===== config.mk =====
export PLATFORM = sky130hd
export DESIGN_NAME = arb_bank
export DESIGN_NICKNAME = d
export VERILOG_FILES = /design/src/hdl/arb_pkg.sv /design/src/hdl/arb_bank.sv /design/src/hdl/arb_result_mem.sv
export SDC_FILE = /design/constraint.sdc
export NUM_CORES = 1
export LEC_CHECK = 0
export ABC_AREA = 1
export BUFFER_PORTS_ARGS = -buffer_cell sky130_fd_sc_hd__buf_2
export CORE_MARGIN = 2
export CORE_UTILIZATION = 45
export CTS_BUF_LIST = sky130_fd_sc_hd__clkbuf_2 sky130_fd_sc_hd__clkbuf_4 sky130_fd_sc_hd__clkbuf_8
export DETAILED_ROUTE_END_ITERATION = 8
export GPL_TIMING_DRIVEN = 1
export SLEW_MARGIN = 5
export SYNTH_ARGS = -nofsm -noshare
export SYNTH_HDL_FRONTEND = slang
export SYNTH_SLANG_ARGS = --single-unit

===== constraint.sdc =====
create_clock -name i_clk_sys -period 3.58 [get_ports i_clk_sys]
set_input_delay 0.358 -clock i_clk_sys [delete_from_list [all_inputs] [get_ports i_clk_sys]]
set_output_delay 0.358 -clock i_clk_sys [all_outputs]
set_load 0.01 [all_outputs]

===== src/hdl/arb_pkg.sv =====
// constants for the housekeeping converter result register bank
package arb_pkg;
  localparam logic [7:0] ARB_OFS_DISABLE = 8'h30;
  localparam logic [7:0] ARB_OFS_IBUS = 8'h31;
  localparam logic [7:0] ARB_OFS_IBAT = 8'h33;
  localparam logic [7:0] ARB_OFS_VBUS = 8'h35;
  localparam logic [7:0] ARB_OFS_SRC1 = 8'h37;
  localparam logic [7:0] ARB_OFS_SRC2 = 8'h39;
  localparam logic [7:0] ARB_OFS_VBAT = 8'h3b;
  localparam int ARB_BIT_POS_DL = 7;
  localparam int ARB_BIT_NEG_DL = 6;
  localparam int ARB_BIT_SRC2 = 5;
  localparam int ARB_BIT_SRC1 = 4;
  localparam logic [3:0] ARB_DISABLE_RST = 4'h0;
  localparam logic [15:0] ARB_RESULT_RST = 16'h0000;
  localparam int ARB_NUM_CH = 6;
  localparam int ARB_CH_IBUS = 0;
  localparam int ARB_CH_IBAT = 1;
  localparam int ARB_CH_VBUS = 2;
  localparam int ARB_CH_SRC1 = 3;
  localparam int ARB_CH_SRC2 = 4;
  localparam int ARB_CH_VBAT = 5;
  typedef enum logic [1:0] {ARB_IDLE, ARB_RUN, ARB_DONE} arb_state_t;
endpackage : arb_pkg


===== src/hdl/arb_bank.sv =====
// housekeeping converter disable bits and result word register bank
// Operation
// - bit7 stops positive data-line conversions
// - bit6 stops negative data-line conversions
// - bit5 stops source2 voltage conversions
// - bit4 stops source1 voltage conversions
// - input current word at 0x31, resets zero
// - input current signed, 1 mA per bit
// - battery current signed word at 0x33
// - charging current reads positive
// - discharge negative only when sensing enabled
// - bus voltage unsigned word at 0x35
// - source1 voltage unsigned word at 0x37
// - source2 voltage unsigned word at 0x39
// - battery voltage unsigned word at 0x3b
// - battery voltage from remote sense input
// - convert only while global enable set
// - rate bit: continuous or one shot
`timescale 1ns/10ps
`default_nettype none
module arb_bank (
  input wire logic i_clk_sys,
  input wire logic i_nrst,
  input wire logic i_reg_rst,
  input wire logic i_wr,
  input wire logic i_rd,
  input wire logic [7:0] i_addr,
  input wire logic [7:0] i_wdata,
  output logic [7:0] o_rdata,
  output logic o_rvalid,
  input wire logic i_conv_enable,
  input wire logic i_one_shot,
  input wire logic i_discharge_sense_enable,
  input wire logic i_sample_valid,
  input wire logic [2:0] i_sample_ch,
  input wire logic [15:0] i_sample_data,
  input wire logic i_sample_charging,
  output logic o_pos_dataline_conv_off,
  output logic o_neg_dataline_conv_off,
  output logic o_source2_conv_off,
  output logic o_source1_conv_off,
  output logic o_conv_active,
  output logic o_pass_done
);
  import arb_pkg::*;

  // disable bits
  logic [3:0] dis_reg;
  logic [3:0] dis_next;
  always_comb
  begin
    dis_next = dis_reg;
    if (i_reg_rst)
      dis_next = ARB_DISABLE_RST;
    else if (i_wr && i_addr == ARB_OFS_DISABLE)
      dis_next = i_wdata[ARB_BIT_POS_DL:ARB_BIT_SRC1];
  end
  always_ff @(posedge i_clk_sys or negedge i_nrst)
  begin
    if (!i_nrst)
      dis_reg <= ARB_DISABLE_RST;
    else
      dis_reg <= dis_next;
  end
  assign o_pos_dataline_conv_off = dis_reg[ARB_BIT_POS_DL - ARB_BIT_SRC1];
  assign o_neg_dataline_conv_off = dis_reg[ARB_BIT_NEG_DL - ARB_BIT_SRC1];
  assign o_source2_conv_off = dis_reg[ARB_BIT_SRC2 - ARB_BIT_SRC1];
  assign o_source1_conv_off = dis_reg[0];

  // conversion sequencing
  arb_state_t st_reg;
  arb_state_t st_next;
  always_comb
  begin
    st_next = st_reg;
    case (st_reg)
      ARB_IDLE:
      begin
        if (i_conv_enable)
          st_next = ARB_RUN;
      end
      ARB_RUN:
      begin
        if (!i_conv_enable)
          st_next = ARB_IDLE;
        else if (i_sample_valid && i_sample_ch == 3'(ARB_CH_VBAT))
        begin
          if (i_one_shot)
            st_next = ARB_DONE;
        end
      end
      ARB_DONE:
      begin
        if (!i_conv_enable || !i_one_shot)
          st_next = ARB_IDLE;
      end
      default:
        st_next = ARB_IDLE;
    endcase
    if (i_reg_rst)
      st_next = ARB_IDLE;
  end
  always_ff @(posedge i_clk_sys or negedge i_nrst)
  begin
    if (!i_nrst)
    begin
      st_reg <= ARB_IDLE;
    end
    else
    begin
      st_reg <= st_next;
    end
  end
  assign o_conv_active = (st_reg == ARB_RUN) && i_conv_enable;
  assign o_pass_done = (st_reg == ARB_DONE);

  // accept samples, apply sign policy for battery current
  function automatic logic ch_blocked(input logic [2:0] ch, input logic [3:0] d);
    ch_blocked = (ch == 3'(ARB_CH_SRC1) && d[0]) || (ch == 3'(ARB_CH_SRC2) && d[1]);
  endfunction : ch_blocked
  logic wr_en;
  logic [15:0] wr_val;
  always_comb
  begin
    wr_en = o_conv_active && i_sample_valid && (int'(i_sample_ch) < ARB_NUM_CH)
            && !ch_blocked(i_sample_ch, dis_reg);
    wr_val = i_sample_data;
    if (i_sample_ch == 3'(ARB_CH_IBAT))
    begin
      if (i_sample_charging)
        wr_val = i_sample_data;
      else if (!i_discharge_sense_enable)
        wr_val = 16'h0000;
      else
        wr_val = 16'(-i_sample_data);
    end
  end

  // address map to word index and hit flag
  function automatic logic [3:0] map_addr(input logic [7:0] a);
    case (a)
      ARB_OFS_IBUS, ARB_OFS_IBUS + 8'h01: map_addr = {1'b1, 3'(ARB_CH_IBUS)};
      ARB_OFS_IBAT, ARB_OFS_IBAT + 8'h01: map_addr = {1'b1, 3'(ARB_CH_IBAT)};
      ARB_OFS_VBUS, ARB_OFS_VBUS + 8'h01: map_addr = {1'b1, 3'(ARB_CH_VBUS)};
      ARB_OFS_SRC1, ARB_OFS_SRC1 + 8'h01: map_addr = {1'b1, 3'(ARB_CH_SRC1)};
      ARB_OFS_SRC2, ARB_OFS_SRC2 + 8'h01: map_addr = {1'b1, 3'(ARB_CH_SRC2)};
      ARB_OFS_VBAT, ARB_OFS_VBAT + 8'h01: map_addr = {1'b1, 3'(ARB_CH_VBAT)};
      default: map_addr = 4'h0;
    endcase
  endfunction : map_addr
  logic [3:0] amap;
  logic [15:0] mem_rdata;
  assign amap = map_addr(i_addr);
  arb_result_mem #(.DEPTH(ARB_NUM_CH)) u_mem (
    .i_clk_sys(i_clk_sys),
    .i_nrst(i_nrst),
    .i_clr(i_reg_rst),
    .i_we(wr_en),
    .i_waddr(i_sample_ch),
    .i_wdata(wr_val),
    .i_raddr(amap[2:0]),
    .o_rdata(mem_rdata)
  );

  // read pipeline, one cycle after the request
  logic rv_reg;
  logic rv_next;
  logic [1:0] sel_reg;
  logic [1:0] sel_next;
  logic [7:0] disrd_reg;
  logic [7:0] disrd_next;
  always_comb
  begin
    rv_next = i_rd;
    sel_next = 2'h0;
    disrd_next = {dis_reg, 4'h0};
    if (i_addr == ARB_OFS_DISABLE)
      sel_next = 2'h1;
    else if (amap[3])
      sel_next = (i_addr[0] == ARB_OFS_IBUS[0]) ? 2'h2 : 2'h3;
  end
  always_ff @(posedge i_clk_sys or negedge i_nrst)
  begin
    if (!i_nrst)
    begin
      rv_reg <= 1'b0;
      sel_reg <= 2'h0;
      disrd_reg <= 8'h00;
    end
    else
    begin
      rv_reg <= rv_next;
      sel_reg <= sel_next;
      disrd_reg <= disrd_next;
    end
  end
  always_comb
  begin
    case (sel_reg)
      2'h1: o_rdata = disrd_reg;
      2'h2: o_rdata = mem_rdata[15:8];
      2'h3: o_rdata = mem_rdata[7:0];
      default: o_rdata = 8'h00;
    endcase
  end
  assign o_rvalid = rv_reg;
endmodule : arb_bank
`default_nettype wire


===== src/hdl/arb_result_mem.sv =====
// result word store with registered read data
`timescale 1ns/10ps
`default_nettype none
module arb_result_mem #(
  parameter int DEPTH = 6
) (
  input wire logic i_clk_sys,
  input wire logic i_nrst,
  input wire logic i_clr,
  input wire logic i_we,
  input wire logic [2:0] i_waddr,
  input wire logic [15:0] i_wdata,
  input wire logic [2:0] i_raddr,
  output logic [15:0] o_rdata
);
  import arb_pkg::*;
  if (DEPTH < 1 || DEPTH > 8)
  begin : g_bad_depth
    $error("depth out of range");
  end
  logic [15:0] mem_reg [DEPTH];
  logic [15:0] rd_reg;
  logic [15:0] rd_next;
  always_comb
  begin
    rd_next = (int'(i_raddr) < DEPTH) ? mem_reg[i_raddr] : 16'h0000;
  end
  always_ff @(posedge i_clk_sys or negedge i_nrst)
  begin
    if (!i_nrst)
    begin
      rd_reg <= ARB_RESULT_RST;
      for (int k = 0; k < DEPTH; k++) mem_reg[k] <= ARB_RESULT_RST;
    end
    else
    begin
      rd_reg <= rd_next;
      if (i_clr)
        for (int k = 0; k < DEPTH; k++) mem_reg[k] <= ARB_RESULT_RST;
      else if (i_we && int'(i_waddr) < DEPTH)
        mem_reg[i_waddr] <= i_wdata;
    end
  end
  assign o_rdata = rd_reg;
endmodule : arb_result_mem
`default_nettype wire


# After elaboration in Yosys (flattened, before gate mapping)
# Index checks and enable logic that the tools add are counted.
[word_totals]
ff_bits = 125
output_inout_bits = 15
word_cells = 97
[op_classes]
add_sub_neg = 1
magnitude_cmp = 5
eq_ne = 26
n_mux = 26
bitwise_logic = 2
reduce_logical = 25
[op_table]
columns = ["cell", "count"]
rows = [
  ["2-to-1 mux 96 bit", 2],
  ["2-to-1 mux 16 bit", 7],
  ["== test 8 x 6 -> 1 bit, second input constant", 13],
  ["bitwise mux 96 bit", 1],
  ["binary-select mux 16 bit (select 3 bit)", 1],
  ["demux 16 bit (select 3 bit)", 1],
  ["case mux 4 bit (6 select lines)", 1],
  ["case mux 8 bit (3 select lines)", 1],
  ["2-to-1 mux 2 bit", 8],
  ["negator 16 bit", 1],
  ["OR reduction 2 bit", 6],
  ["logical AND 1 bit", 10],
  [">= comparator 4 bit, second input constant", 2],
  ["2-to-1 mux 4 bit", 2],
  ["inequality test 4 bit, second input constant", 2],
  ["NOT 3 -> 4 bit", 2],
  ["== test 2 bit, second input constant", 3],
  ["== test 3 bit, second input constant", 2],
  ["less-than comparator 3 bit, second input constant", 2],
  ["case mux 2 bit (3 select lines)", 1],
  ["== test 2 x 1 -> 1 bit, second input constant", 2],
  ["less-than comparator 4 x 1 -> 1 bit, second input constant", 1],
  ["AND reduction 4 bit", 1],
  ["nonzero test 2 bit", 2],
  ["8 further kinds", 11],
]

# Logic depth before layout (Yosys ltp)
# Gate-level depths: netlist of run 1.
[logic_depth]
ltp_word = 8
mapped_depth = 11

# By module
# From an unflattened synthesis of run 1, not the netlist that was laid out.
[unflattened]
cells_unflattened = 970
area_unflattened_um2 = 6824.0
[by_module_without_submodules]
columns = ["mod", "instances", "cells_each", "area_per_inst_um2", "seq_area_each_um2"]
rows = [
  ["arb_result_mem", 1, 748, 5501.5, 2802.7],
  ["arb_bank", 1, 222, 1322.5, 325.3],
]

# Least setup slack after synthesis of run 1
# Ideal clock, no wire load.
[synth_path]
path_kind = "input to register"
start = "in i_sample_ch[0]"
end = "reg u_mem.mem_reg[1] in the netlist's numbering"
t_arrival_ns = 1.519
required_ns = 3.433
slack_ns = 1.915
path_stages = 8
path_buffers = 3
path_cell_list = "buf_4 inv_1 buf_2 nor2_1 nand2_1 o21ai_2 buf_4 o22ai_1"
[synth_between]
elab_chain_len = 8
word_cells_on_any_way = 22
cone_classes = "order compare (3); eq/ne (3); mux (6); bitwise (1); reduce/logical (9)"
[synth_rtl]
columns = ["item", "line", "text"]
rows = [
  ["from (decl)", "arb_bank.sv:35", "input wire logic [2:0] i_sample_ch,"],
  ["NOT 3 -> 4 bit (not written as such)", "arb_result_mem.sv:41", "mem_reg[i_waddr] <= i_wdata;"],
  [">= comparator 4 bit (not written as such) or less-than comparator 4 x 1 -> 1 bit (tied branches)", "arb_result_mem.sv:41", ""],
  ["logical AND 1 bit (not written as such)", "arb_result_mem.sv:41", ""],
  ["2-to-1 mux 16 bit (not written as such)", "arb_result_mem.sv:41", ""],
  ["demux 16 bit (select 3 bit)", "arb_result_mem.sv:41", ""],
  ["bitwise mux 96 bit", "arb_result_mem.sv:41", ""],
  ["2-to-1 mux 96 bit", "arb_result_mem.sv:40", "else if (i_we && int'(i_waddr) < DEPTH)"],
  ["2-to-1 mux 96 bit", "arb_result_mem.sv:38", "if (i_clr)"],
  ["to (signal, indexed assignment)", "arb_result_mem.sv:41", ""],
  ["to (decl)", "arb_result_mem.sv:21", "logic [15:0] mem_reg [DEPTH];"],
]
# Several ways; a longest one is shown, not always the timed one. The select of a mux whose other input is x is not followed.
# A chain may end at the register's enable or synchronous reset.

# Worst setup path after layout of run 1
[layout_path]
start = "in i_addr[1]"
end = "reg u_mem.rd_reg[3] (netlist: u_mem.o_rdata[3])"
[layout_between]
elab_chain_len = 8
word_cells_on_any_way = 25
cone_classes = "order compare (1); eq/ne (12); mux (5); bitwise (1); reduce/logical (6)"
[layout_rtl]
columns = ["item", "line", "text"]
rows = [
  ["from (decl)", "arb_bank.sv:27", "input wire logic [7:0] i_addr,"],
  ["== test 8 x 6 -> 1 bit", "arb_bank.sv:141", "case (a)"],
  ["OR reduction 2 bit", "arb_bank.sv:141", ""],
  ["case mux 4 bit (6 select lines) (*)", "arb_bank.sv:141", ""],
  ["NOT 3 -> 4 bit (not written as such)", "arb_result_mem.sv:26", "rd_next = (int'(i_raddr) < DEPTH) ? mem_reg[i_raddr] : 16'h0000;"],
  ["binary-select mux 16 bit (select 3 bit)", "arb_result_mem.sv:26", ""],
  ["2-to-1 mux 16 bit (not written as such) (2 in a row)", "arb_result_mem.sv:26", ""],
  ["2-to-1 mux 16 bit (*)", "arb_result_mem.sv:26", ""],
  ["via u_mem.rd_next[3]", "arb_result_mem.sv:23", "logic [15:0] rd_next;"],
  ["to (signal assigned)", "arb_result_mem.sv:37", "rd_reg <= rd_next;"],
  ["to (decl)", "arb_result_mem.sv:22", "logic [15:0] rd_reg;"],
]
# The timed path passes the listed nets; every way through them passes the cells marked *. The select of a mux whose other input is x is not followed.

==> impl_summary.md, run 1 <==
Run status
The run finished, with violations left. The checks that failed: negative hold slack.

Logic synthesis
The synthesized netlist occupies a cell area of approximately 0.0066 mm2. The synthesized-area fraction occupied by ao, oa, aoi and oai cells was 0.0895. Of the synthesized area, sequential elements account for 0.477. The number of nets in the synthesized netlist is 897. The register bit total from synthesis is ~130. The xor and xnor fraction of the mapped netlist area is 0. The share of synthesized cell area in and, or, nand and nor gates is 0.347.

Of the post-synthesis cell area, the part taken by muxes is 0. Of all flip-flops after synthesis, the portion carrying an async set or reset was 1.00. For this run, the number of Yosys warnings is 0. The most used flip-flop cell after synthesis is dfrtp_1. The average cell area after synthesis is 7.70 um2. After synthesis, the largest family of logic cells by area is simple AND/OR/NAND/NOR gates.

The number of distinct standard cells referenced by the synthesized netlist is 36. The number of flops mapped to enable cells by yosys is 0. The post-synthesis share of cell area spent on full adders, half adders and majority gates is 0.00191. The number of standard cells after synthesis is 851.

Power
Cell internal power was estimated by the tool at around 2.1 mW. Of the total power, the share spent switching nets is 0.259. Power spread over the standard cell area amounts to 386 mW/mm2.

Summed over all cells, the static leakage comes to 3.61 nW. Of the total power, registers draw 0.512. The peak supply drop is approximately 0.2 mV. Summed over all nets, the switching power comes to 0.728 mW.

Of the total power, the clock network draws 0.397. The power after layout is 2.81 mW. The portion of total power attributed to combinational logic is 0.091.

STA
The share of the cycle needed by the critical path after routing is 0.581. The setup TNS after final layout is 0 ns. Counting I/O delays and the setup requirement, the final critical path takes 2.08 ns. The worst max-slew margin expressed relative to the limit is 0.296. The tightest hold margin is -0.0153 ns.

The number of endpoints with negative hold slack in the final report is 3. For the pin with the worst max-slew slack, the measured transition is 1.06 ns. The clock skew after layout is 0.00697 ns.

Setup repair after global routing left no endpoint under its margin. Timing would allow up to 481 MHz. The final count of pins violating max slew is 0. Setup violations remaining at the end of the flow were counted as 0.

Layout
The area growth from synthesis to layout is 11.1%. Leaving out fill and tap cells, the most frequent cell in the layout is nand2_1. 0 antenna diodes ended up in the layout. The register with the most flip-flops in the layout has 96 of them. In the layout the commonest cells are 261 x nand2_1, 130 x nand3_1, 125 x dfrtp_1, 81 x inv_1, 54 x buf_2. In the final layout, the share of cells above drive strength 1 is 0.146. After the last flow step, the layout net total stands at 938.

The post-layout instance count excluding filler cells is 1089. The final core utilization is 0.507.

Critical path
The critical path is of the input pin to flip-flop type. Of all nets on the critical path, the largest fanout is 31. Setup slack on the worst reg-to-reg path comes out at 1.53 ns. For the worst setup path, the data arrival time is ~2.4 ns. The startpoint type of the worst setup path is an input pin. Data on the critical path is required at its endpoint by 3.89 ns.

The kind of capture point of the worst setup path is a flip-flop.

Detailed routing
The via total after detailed routing is 5913. The post-detailed-route via-to-cell ratio is 5.43. In the routed design, unresolved DRC markers number 0.

The routed length per placed instance is 16.6 um. The overall routed net length is 18100 um. The length of the first detailed-routing pass in iterations is 5.

The count of nets left with antenna violations once routing finished came out at 0. The number of DRC violations after detailed-routing iteration 0 is 579.

Floorplan
The starting utilization of the core area is 0.456. The chip width is 125 um. The vertical extent of the die is 125 um. 60 I/O pins were placed. The total core area is 0.0144 mm2.

The floorplan row count is 44. The die covers 0.0156 mm2.

Placed design
Detailed placement finished with a half-perimeter wire length of 12200 um. The number of buffers added on ports is 55. The congestion estimate from routability-driven global placement came to 0.845. Counting tap cells, the placed design contains a total of roughly 1100 instances.

CTS
The buffer type at the clock tree root is clkbuf_8. The total number of clock tree sinks is 125. Post-CTS repair changed the size of 0 cells.

TritonCTS built the clock tree. The number of levels the H-tree was split into is 4. The number of buffers added by the clock tree synthesis step is 17. After clock tree synthesis, the clock-pin slew on the worst setup and hold paths is 0.07 ns. The maximum clock insertion buffer count is 2. The latest clock arrival within the worst-skew pair is 0.45 ns.

Global routing
The number of global-route vias before repair came to 5520. For this run the aggregate overflow at the end of global routing stands at 0. The initial antenna violation count came to 0. Entering global routing, the biggest net connects 64 pins. The first global-routing pass estimated 29500 um of wire. In the global route stage, overall resource usage came out at 0.243.

Hold path
The path class of the tightest hold or removal check is input pin to asynchronous set/reset pin.

Job
The tool flagged a number of max-cap violations equal to 0.
## what timing repair did
item	CTS	global route
hold endpoints to repair	1	0
buffers inserted	0	0
hold buffers	1	0
## cell type report
class                      count  area [um2]
sequential                   125        3130
clock inverter                 6        35.0
inverter                      85         319
clock buffer                  26         327
multi-input combinational    598        2880
fill                        1392        7090
tap                          184         230
timing repair buffer          65         368
## power by group through the flow
stage | registers, mW | clock network, mW | logic, mW
2_1_floorplan | 1.46 | 0 | 0.145
3_3_place_gp | 1.46 | 0 | 0.249
3_5_place_dp | 1.46 | 0 | 0.255
4_1_cts | 1.44 | 1.14 | 0.256
5_1_grt | 1.44 | 1.21 | 0.284
6_report | 1.44 | 1.11 | 0.256
## per-stage QoR
step / area, um2 / worst slack (ns)
floorplan: 6560 / 1.91
global placement: 6910 / 1.14
detailed placement: 6910 / 1.07
finish: 7280 / 1.50
global route: 7280 / 1.32
CTS: 7280 / 1.54
## metal layers
metal,vias up,routed length (um),GRT usage
met5,-,0,0
met4,0,443,0.0958
met3,40,981,0.0425
met2,191,8270,0.378
met1,2797,8430,0.341
li1,2885,-,-
## logic make-up after synthesis
kind of cell,after synthesis
compound gates,103
simple gates,494
buf+inv,128
flops,125
fa+ha+maj,1
## worst paths after layout
| path | depth (start not counted) | startpoint | endpoint |
|---|---|---|---|
| setup / recovery | 11 | i_addr[1] | u_mem.o_rdata[3] |
| max in group asynchronous | 2 | i_nrst | u_mem.mem_reg[18] |
| hold / removal | 1 | i_nrst | st_reg[1] |
| min in group i_clk_sys | 2 | i_addr[0] | sel_reg[0] |
| setup reg to reg | 7 | st_reg[1] | u_mem.mem_reg[9] |
| hold reg to reg | 0 | dis_reg[3] | disrd_reg[7] |
## cell usage after synthesis (5+ instances only)
cell type | number | area, um2
nand3_1 | 130 | 651
buf_4 | 7 | 52.6
nand4_1 | 29 | 181
o21ai_0 | 51 | 255
nor4_1 | 6 | 37.5
inv_1 | 81 | 304
o22ai_1 | 7 | 43.8
nand2_1 | 261 | 980
or2_2 | 5 | 31.3
nor2_1 | 35 | 131
nor2_4 | 5 | 56.3
nand3_2 | 8 | 80.1
o21ai_1 | 31 | 155
dfrtp_1 | 125 | 3130
clkbuf_1 | 13 | 48.8
buf_2 | 18 | 90.1
## worst max-delay path, cell delays in order
cell     delay, ns
buf_2         0.12
nor2_1        0.26
nor2_1        0.12
nand3_1       0.10
buf_4         0.34
nand2_1       0.33
buf_4         0.33
nand2_1       0.09
nand3_1       0.08
nand3_1       0.11
nand2_1       0.13
No activity file was read; power rests on OpenSTA's default activity.
==> inputs of run 2 (changes only) <==
--- a/config.mk
+++ b/config.mk
@@ -12,6 +12,7 @@
 export CTS_BUF_LIST = sky130_fd_sc_hd__clkbuf_2 sky130_fd_sc_hd__clkbuf_4 sky130_fd_sc_hd__clkbuf_8
 export DETAILED_ROUTE_END_ITERATION = 8
 export GPL_TIMING_DRIVEN = 1
+export PLACE_DENSITY = 0.66
 export SLEW_MARGIN = 5
 export SYNTH_ARGS = -nofsm -noshare
 export SYNTH_HDL_FRONTEND = slang
==> constraint.sdc (replaced) <==
create_clock -name i_clk_sys -period 1.9 [get_ports i_clk_sys]
set_input_delay 0.19 -clock i_clk_sys [delete_from_list [all_inputs] [get_ports i_clk_sys]]
set_output_delay 0.19 -clock i_clk_sys [all_outputs]
set_load 0.01 [all_outputs]
==> run 2 against run 1 <==
  * The run now ends clean
  * Die area unchanged
  * Total power is 100% higher
  * Sequential share of layout area down 2.5 points
  * Hold slack improved by 0.050 ns
  * Via count grew 2.0%
  * Cell count up 3.7%
  * First-iteration DRC count down 6.9%
  * Flip-flop and latch count stayed put
  * Clock skew increased by 0.0057 ns
  * Register-to-register slack worse by 1.4 ns
  * Worst setup slack got worse by 1.3 ns
  * Critical path type unchanged
  * Critical endpoint is now u_mem.o_rdata[11]
  * Largest cell class unchanged
  * Largest power group unchanged
==> impl_summary.md, run 2 (synthesis results as in run 1) <==
Global routing
met2 is the most crowded layer. The number of global-route vias before repair came to roughly 5600. The global-route wire length before repair is ~30000 um.

Entering global routing, the biggest net connects 47 pins. For met3 alone, demand over resource in global routing was 0.0541. For this run, the total global-route usage over all layers was measured as 0.244.

In the global route stage, met1 resource usage came out at 0.358. After global routing the overflow that remains totals 0. The initial antenna violation count is 0. The global routing usage on met2 is 0.367.

Layout
The library cells used most frequently in the layout, excluding fill and tap cells, are 261 x nand2_1, 130 x nand3_1, 125 x dfrtp_1, 80 x inv_1, 54 x buf_2. The diode insertion count for antenna repair is 0. The final net count is 978. The layout overhead on the synthesized area is 18.0%. The register with the most flip-flops in the layout has 96 of them. For this run, the number of standard cells in the final layout without fillers is 1129. In the final layout, the share of cells above drive strength 1 is 0.179. The leading cell type in the layout, fill and taps excluded is nand2_1. The finished cells cover 0.00774 mm2.

Critical path
The internal reg-to-reg setup slack is 0.18 ns. In this design, the largest share of critical-path delay is due to buffers and inverters. The sum of buffers and inverters on the critical path is 4. The required time of the worst setup path is 2.24 ns.

The most numerous cell on the critical path is nand2_1. The slowest library cell on the worst path is dlygate4sd3_1. The startpoint type of the worst setup path is an input pin.

The signal on the critical path passes through dlygate4sd3_1, buf_2, nand2_1, inv_1, nand2_1, nand2_1, nand2_1, nand2_1, nor2_2, buf_4, nand3_1, nand3_1, nand2_1. The maximum fanout count along the critical path is 18. The kind of capture point of the worst setup path is a flip-flop. The critical path in this run is classified as input pin to flip-flop. In this design, the stage delay of the slowest critical-path cell is 0.53 ns. The data arrival at the endpoint of the critical path is just over 2 ns.

Floorplan
The die area is between 0.015 and 0.02 mm2. Row generation in the floorplan step produced 44 rows. For this design the top-level I/O count stands at 60.

The initial utilization of the core area, before any placement, comes to 0.456. The chip width is 125 um. The region available for standard cell placement spans 0.0144 mm2. From bottom edge to top edge, the die measures 125 um.

Detailed routing
The routed length per placed instance is 15.9 um. Wires add up to 18000 um. The length of the first detailed-routing pass in iterations is 5.

The post-detailed-route via-to-cell ratio is 5.34. The number of DRC violations after detailed-routing iteration 0 is 539. After detailed routing, the number of remaining DRC violations is 0. The detail route stage leaves a number of antenna-violating nets equal to 0.

The via total after detailed routing is roughly 6000.

Placed design
The routability congestion estimate from global placement is 0.873. The cell area after placement is 0.00721 mm2. After detailed placement, the design holds a cell count of 1087. Input and output buffers added on the ports amount to between 50 and 60.

The HPWL after detailed placement is 12500 um.

STA
Static timing analysis puts the maximum clock frequency at 577 MHz. Dividing the final minimum period by the clock period gives 0.913. The number of failing setup endpoints in the final timing report is 0.

The number of endpoints with negative hold slack in the final report came to 0. The tightest hold margin is 0.0350 ns. The smallest clock period supported by the final layout is computed as 1.73 ns. The measured slew at the worst slew-check pin is 0.584 ns. The final count of pins violating max slew is 0. The setup TNS after final layout is 0 ns.

The worst max-slew margin expressed relative to the limit is 0.609. Setup repair after global routing left no endpoint under its margin. The clock skew after layout is 0.0127 ns.

CTS
The clock transition at the register clock pins on the worst setup and hold paths after CTS is approximately 0.070 ns. The number of levels the H-tree was split into is 4. CTS saw roughly 130 sinks. The buffer type at the clock tree root is clkbuf_8.

At the later pin of the worst-skew pair, clock insertion delay measures 0.45 ns. The number of buffers added by the clock tree synthesis step is 17. Counting along the longest clock path gives a buffer depth of 2.

The CTS tree is built.

Power
The worst-case IR drop observed on VDD is 0.451 mV. The leakage dissipation is about 3.9 nW. For this design the ratio of total power to cell area is 733 mW/mm2.

Job
Across the run, the number of max-cap violations was 0.

Run status
The flow ran to the end, and the final reports show no timing, DRC or antenna violations.

Hold path
The min-delay analysis places its worst path in the category input pin to flip-flop.
run 2: per-layer routing:
metal  up-vias  part of all wire
met5         -                 0
met4         0             0.012
met3        20             0.069
met2       203              0.45
met1      2849              0.47
li1       2958                 -
run 2: through the flow:
stage                util  worst slack [ns]  power [mW]
floorplan               -             0.362        3.03
global placement    0.502             0.167        3.27
detailed placement  0.502             0.145        3.27
CTS                 0.536            0.0542        5.70
global route        0.538            0.0122        5.88
finish              0.538             0.166        5.67
run 2: area by class of cell:
class | count | area [um2]
clock buffers | 26 | 339
clock inverters | 6 | 80.1
fillers | 1384 | 6630
inverters | 85 | 323
multi-input cells | 598 | 2880
flip-flops and latches | 125 | 3130
well taps | 184 | 230
repair buffers | 105 | 752
run 2: path summary, 6_finish.rpt:
path,from,end,cells after the start
worst max-delay path,i_addr[0],u_mem.o_rdata[11],13
worst min-delay path,i_conv_enable,st_reg[0],3
worst max register to register,st_reg[1],u_mem.mem_reg[11],9
worst min register to register,dis_reg[2],disrd_reg[6],0
max in group asynchronous,i_nrst,u_mem.mem_reg[78],3
min in group asynchronous,i_nrst,u_mem.mem_reg[17],2
run 2: timing repair:
action                     CTS  global route
resized for setup            0             5
setup buffers                0             2
hold endpoints to repair    42             0
setup endpoints to repair    0            25
hold buffers                 8             0
run 2: where the power goes:
group          internal (mW)  switching (mW)
clock network           1.41            1.02
logic                  0.164           0.368
registers               2.69          0.0152
total                   4.27            1.40
run 2: worst min-delay path, stage by stage:
cell and delay (ns):
buf_2 0.11, inv_1 0.06, o31ai_1 0.08
==> inputs of run 3 (changes only) <==
--- a/config.mk
+++ b/config.mk
@@ -6,13 +6,13 @@
 export NUM_CORES = 1
 export LEC_CHECK = 0
 export ABC_AREA = 1
-export BUFFER_PORTS_ARGS = -buffer_cell sky130_fd_sc_hd__buf_2
 export CORE_MARGIN = 2
 export CORE_UTILIZATION = 45
 export CTS_BUF_LIST = sky130_fd_sc_hd__clkbuf_2 sky130_fd_sc_hd__clkbuf_4 sky130_fd_sc_hd__clkbuf_8
 export DETAILED_ROUTE_END_ITERATION = 8
+export DONT_BUFFER_PORTS = 1
 export GPL_TIMING_DRIVEN = 1
-export PLACE_DENSITY = 0.66
+export HOLD_SLACK_MARGIN = 0.05
 export SLEW_MARGIN = 5
 export SYNTH_ARGS = -nofsm -noshare
 export SYNTH_HDL_FRONTEND = slang
==> constraint.sdc (replaced) <==
create_clock -name i_clk_sys -period 2.09 [get_ports i_clk_sys]
set_input_delay 0.209 -clock i_clk_sys [delete_from_list [all_inputs] [get_ports i_clk_sys]]
set_output_delay 0.209 -clock i_clk_sys [all_outputs]
set_load 0.01 [all_outputs]
==> run 3 against run 2 <==
  * The run now ends with negative hold slack left
  * Cell count shrank 4.9%
  * Worst setup slack improved by 0.044 ns
  * Critical path depth fell by 8
  * Clock power down 19%
  * Largest cell class unchanged
  * Total power fell by 16%
  * Core utilization fell by 2.3 points
  * Die area is the same
  * Flip-flop and latch count did not move
  * Combinational power fell by 31%
  * Hold slack got worse by 0.60 ns
  * Critical path type unchanged
  * Clock-buffer cell count down 6
==> impl_summary.md, run 3 (synthesis results as in run 1) <==
Critical path
The signal on the critical path passes through dlygate4sd3_1, nor2_1, o21ai_0, o31ai_1, dlygate4sd3_1. The internal reg-to-reg setup slack is roughly 0.23 ns. The sum of buffers and inverters on the critical path is 2.

In this design, the stage delay of the slowest critical-path cell is between 1 and 1.5 ns. Among cell families on the critical path, the largest total delay comes from buffers and inverters. The worst register-to-register path has a depth of 8.

The most numerous cell on the critical path is dlygate4sd3_1. The startpoint type of the worst setup path is an input pin. The slowest stage of the critical path is the dlygate4sd3_1 cell. The worst register-to-register path begins at st_reg[1]. The maximum fanout count along the critical path is 15.

The data arrival at the endpoint of the critical path is roughly 2.2 ns. The worst setup path is captured at a flip-flop. At the worst endpoint, the required time is 2.43 ns. The end of the worst register-to-register path is u_mem.mem_reg[47]. The critical path is of the input pin to flip-flop type.

CTS
Buffers added to address setup during post-CTS repair amount to 0. The latest clock arrival within the worst-skew pair is 0.46 ns. After clock tree synthesis, the flow added hold-fix buffers numbering 32. The maximum clock insertion buffer count is 2. The buffer type at the clock tree root is clkbuf_8. TritonCTS built the clock tree. Clock tree synthesis found a total of around 130 sinks. In this run the number of H-tree levels came out at 4. Counting the buffers created by CTS gives 17. Clock-pin slew was measured on the worst setup and hold paths at 0.08 ns.

Placed design
During placement, the flow inserted port buffers numbering 0. Detailed placement ended at an HPWL of 12400 um. The routability congestion estimate from global placement is 0.906.

STA
For the pin with the worst max-slew slack, the measured transition is 0.961 ns. The number of endpoints with negative hold slack in the final report came to 125. Headroom to the max-slew limit came out at 0.359. Of the available clock period, the critical path in the final layout requires 0.900. Based on the critical path, the design can be clocked at up to 532 MHz. The final count of pins violating max slew came to 0.

The tightest hold margin is -0.561 ns. For the finished layout, the period the worst path requires is approximately 1.9 ns. The clock skew after layout is roughly 0.0085 ns. The number of failing setup endpoints in the final timing report is 0. Setup repair after global routing left no endpoint under its margin. Adding up every negative setup slack in the final design gives 0 ns.

Layout
The diode insertion count for antenna repair is 0. The final net count is 924. Of the cells placed in the final design, the portion with a size suffix greater than 1 is 0.0978. The register with the most flip-flops in the layout has 96 of them.

The area taken by multi-input logic gates is between 0.002 and 0.003 mm2. The area of all sequential standard cells is 0.00313 mm2. The final core utilization is 0.516. In the layout the commonest cells are 261 x nand2_1, 130 x nand3_1, 125 x dfrtp_1, 81 x inv_1, 49 x o21ai_0. The leading cell type in the layout, fill and taps excluded is nand2_1.

The layout has 1360 filler cells. Relative to the synthesized area, the layout overhead comes to 13.0%.

Floorplan
The vertical extent of the die is 125 um. The floorplan has 44 rows. The die area is 0.0156 mm2. The number of top-level pins is 60. After floorplanning, the core was sized to cover around 0.014 mm2. The chip width is 125 um. The starting utilization of the core area is 0.456.

Global routing
The number of global-route vias before repair came to ~5800. Across every metal layer, demand over resource in global routing totals 0.243. The pin count of the biggest net entering global routing is 126.

The global-route wire length before repair is 29600 um. The remaining global-route overflow is 0. The initial antenna violation count is 0.

Power
The leakage dissipation is 3.56 nW. The peak supply drop is 0.350 mV. For this design the ratio of total power to cell area is 646 mW/mm2.

Detailed routing
The number of DRC violations after detailed-routing iteration 0 is roughly 660. The via total after detailed routing is about 6000. The length of the first detailed-routing pass in iterations is 5. The post-detailed-route via-to-cell ratio is around 5.6. Once detail routing completed, the nets flagged for antenna violations numbered 0.

The overall routed net length is 18200 um. For this run, design rule violations remaining after detail routing come to 0. The routed length per placed instance is roughly 17 um.

Run status
The flow ran to the end, but the final reports show violations. The final reports fail on negative hold slack.

Job
The number of max-capacitance violations reported is 0.

Hold path
In this run the worst hold path is classified as input pin to asynchronous set/reset pin.
run 3: changes by cell type in the layout (fill, tap and decap cells not counted), moves of 4 or more:
cell,change
buf_2,-54
dlygate4sd3_1,+23
buf_4,-19
clkbuf_8,-5
buf_12,-4
run 3: final cells by class:
| cell class | instances | area share |
|---|---|---|
| sequential | 125 | 0.422 |
| multi-input combinational | 598 | 0.389 |
| timing repair buffer | 51 | 0.0662 |
| inverter | 85 | 0.0431 |
| clock buffer | 20 | 0.0355 |
| tap | 184 | 0.0311 |
| clock inverter | 11 | 0.0130 |
run 3: worst max path at each step:
stage	end	start	slack, ns	cells after the start
after CTS	u_mem.mem_reg[81]	i_sample_ch[1]	0.08	10
after detailed placement	u_mem.mem_reg[47]	i_sample_ch[2]	0.11	8
after global routing	u_mem.mem_reg[47]	st_reg[1]	0.09	8
after global placement	u_mem.mem_reg[42]	i_sample_ch[2]	0.24	8
after floorplan	u_mem.mem_reg[1]	st_reg[1]	0.55	7
final	st_reg[0]	i_reg_rst	0.21	5
run 3: per-stage QoR:
step	std cells	setup slack [ns]	hold WS [ns]	instance area, um2	power (mW)
6_report	1074	0.210	-0.561	7410	4.79
5_1_grt	1074	0.0873	-0.579	7410	4.98
4_1_cts	1074	0.0814	-0.583	7400	4.81
3_5_place_dp	1011	0.111	-0.0839	6720	2.81
3_3_place_gp	1011	0.236	-0.0838	6720	2.81
2_1_floorplan	851	0.552	-0.0866	6560	2.75
run 3: timing repair:
item / 4_1_cts / 5_1_grt
resized for setup: 0 / 4
endpoints found under the setup margin: 0 / 7
endpoints found under the hold margin: 190 / 125
run 3: worst register-to-register path, cell delays in order, from the launching register on:
cell and delay [ns]:
dfrtp_1 0.39, inv_1 0.06, nand3_1 0.11, nor2_1 0.20, nand3_4 0.19, nand2_4 0.16
o21ai_2 0.30, nand2_1 0.17, o21ai_0 0.13
run 3: per-layer routing:
metal  wire length (um)  up-vias  GRT usage
li1                   -     2856          -
met1               8240     2829      0.343
met2               8080      255      0.370
met3               1440       36     0.0498
met4                418        0     0.0899
met5                  0        -          0
run 3: power breakdown:
part	switching (mW)	leakage (nW)	internal, mW
registers	0.0146	1.74	2.45
clock network	0.975	0.185	0.981
logic	0.253	1.64	0.116
total	1.24	3.56	3.54
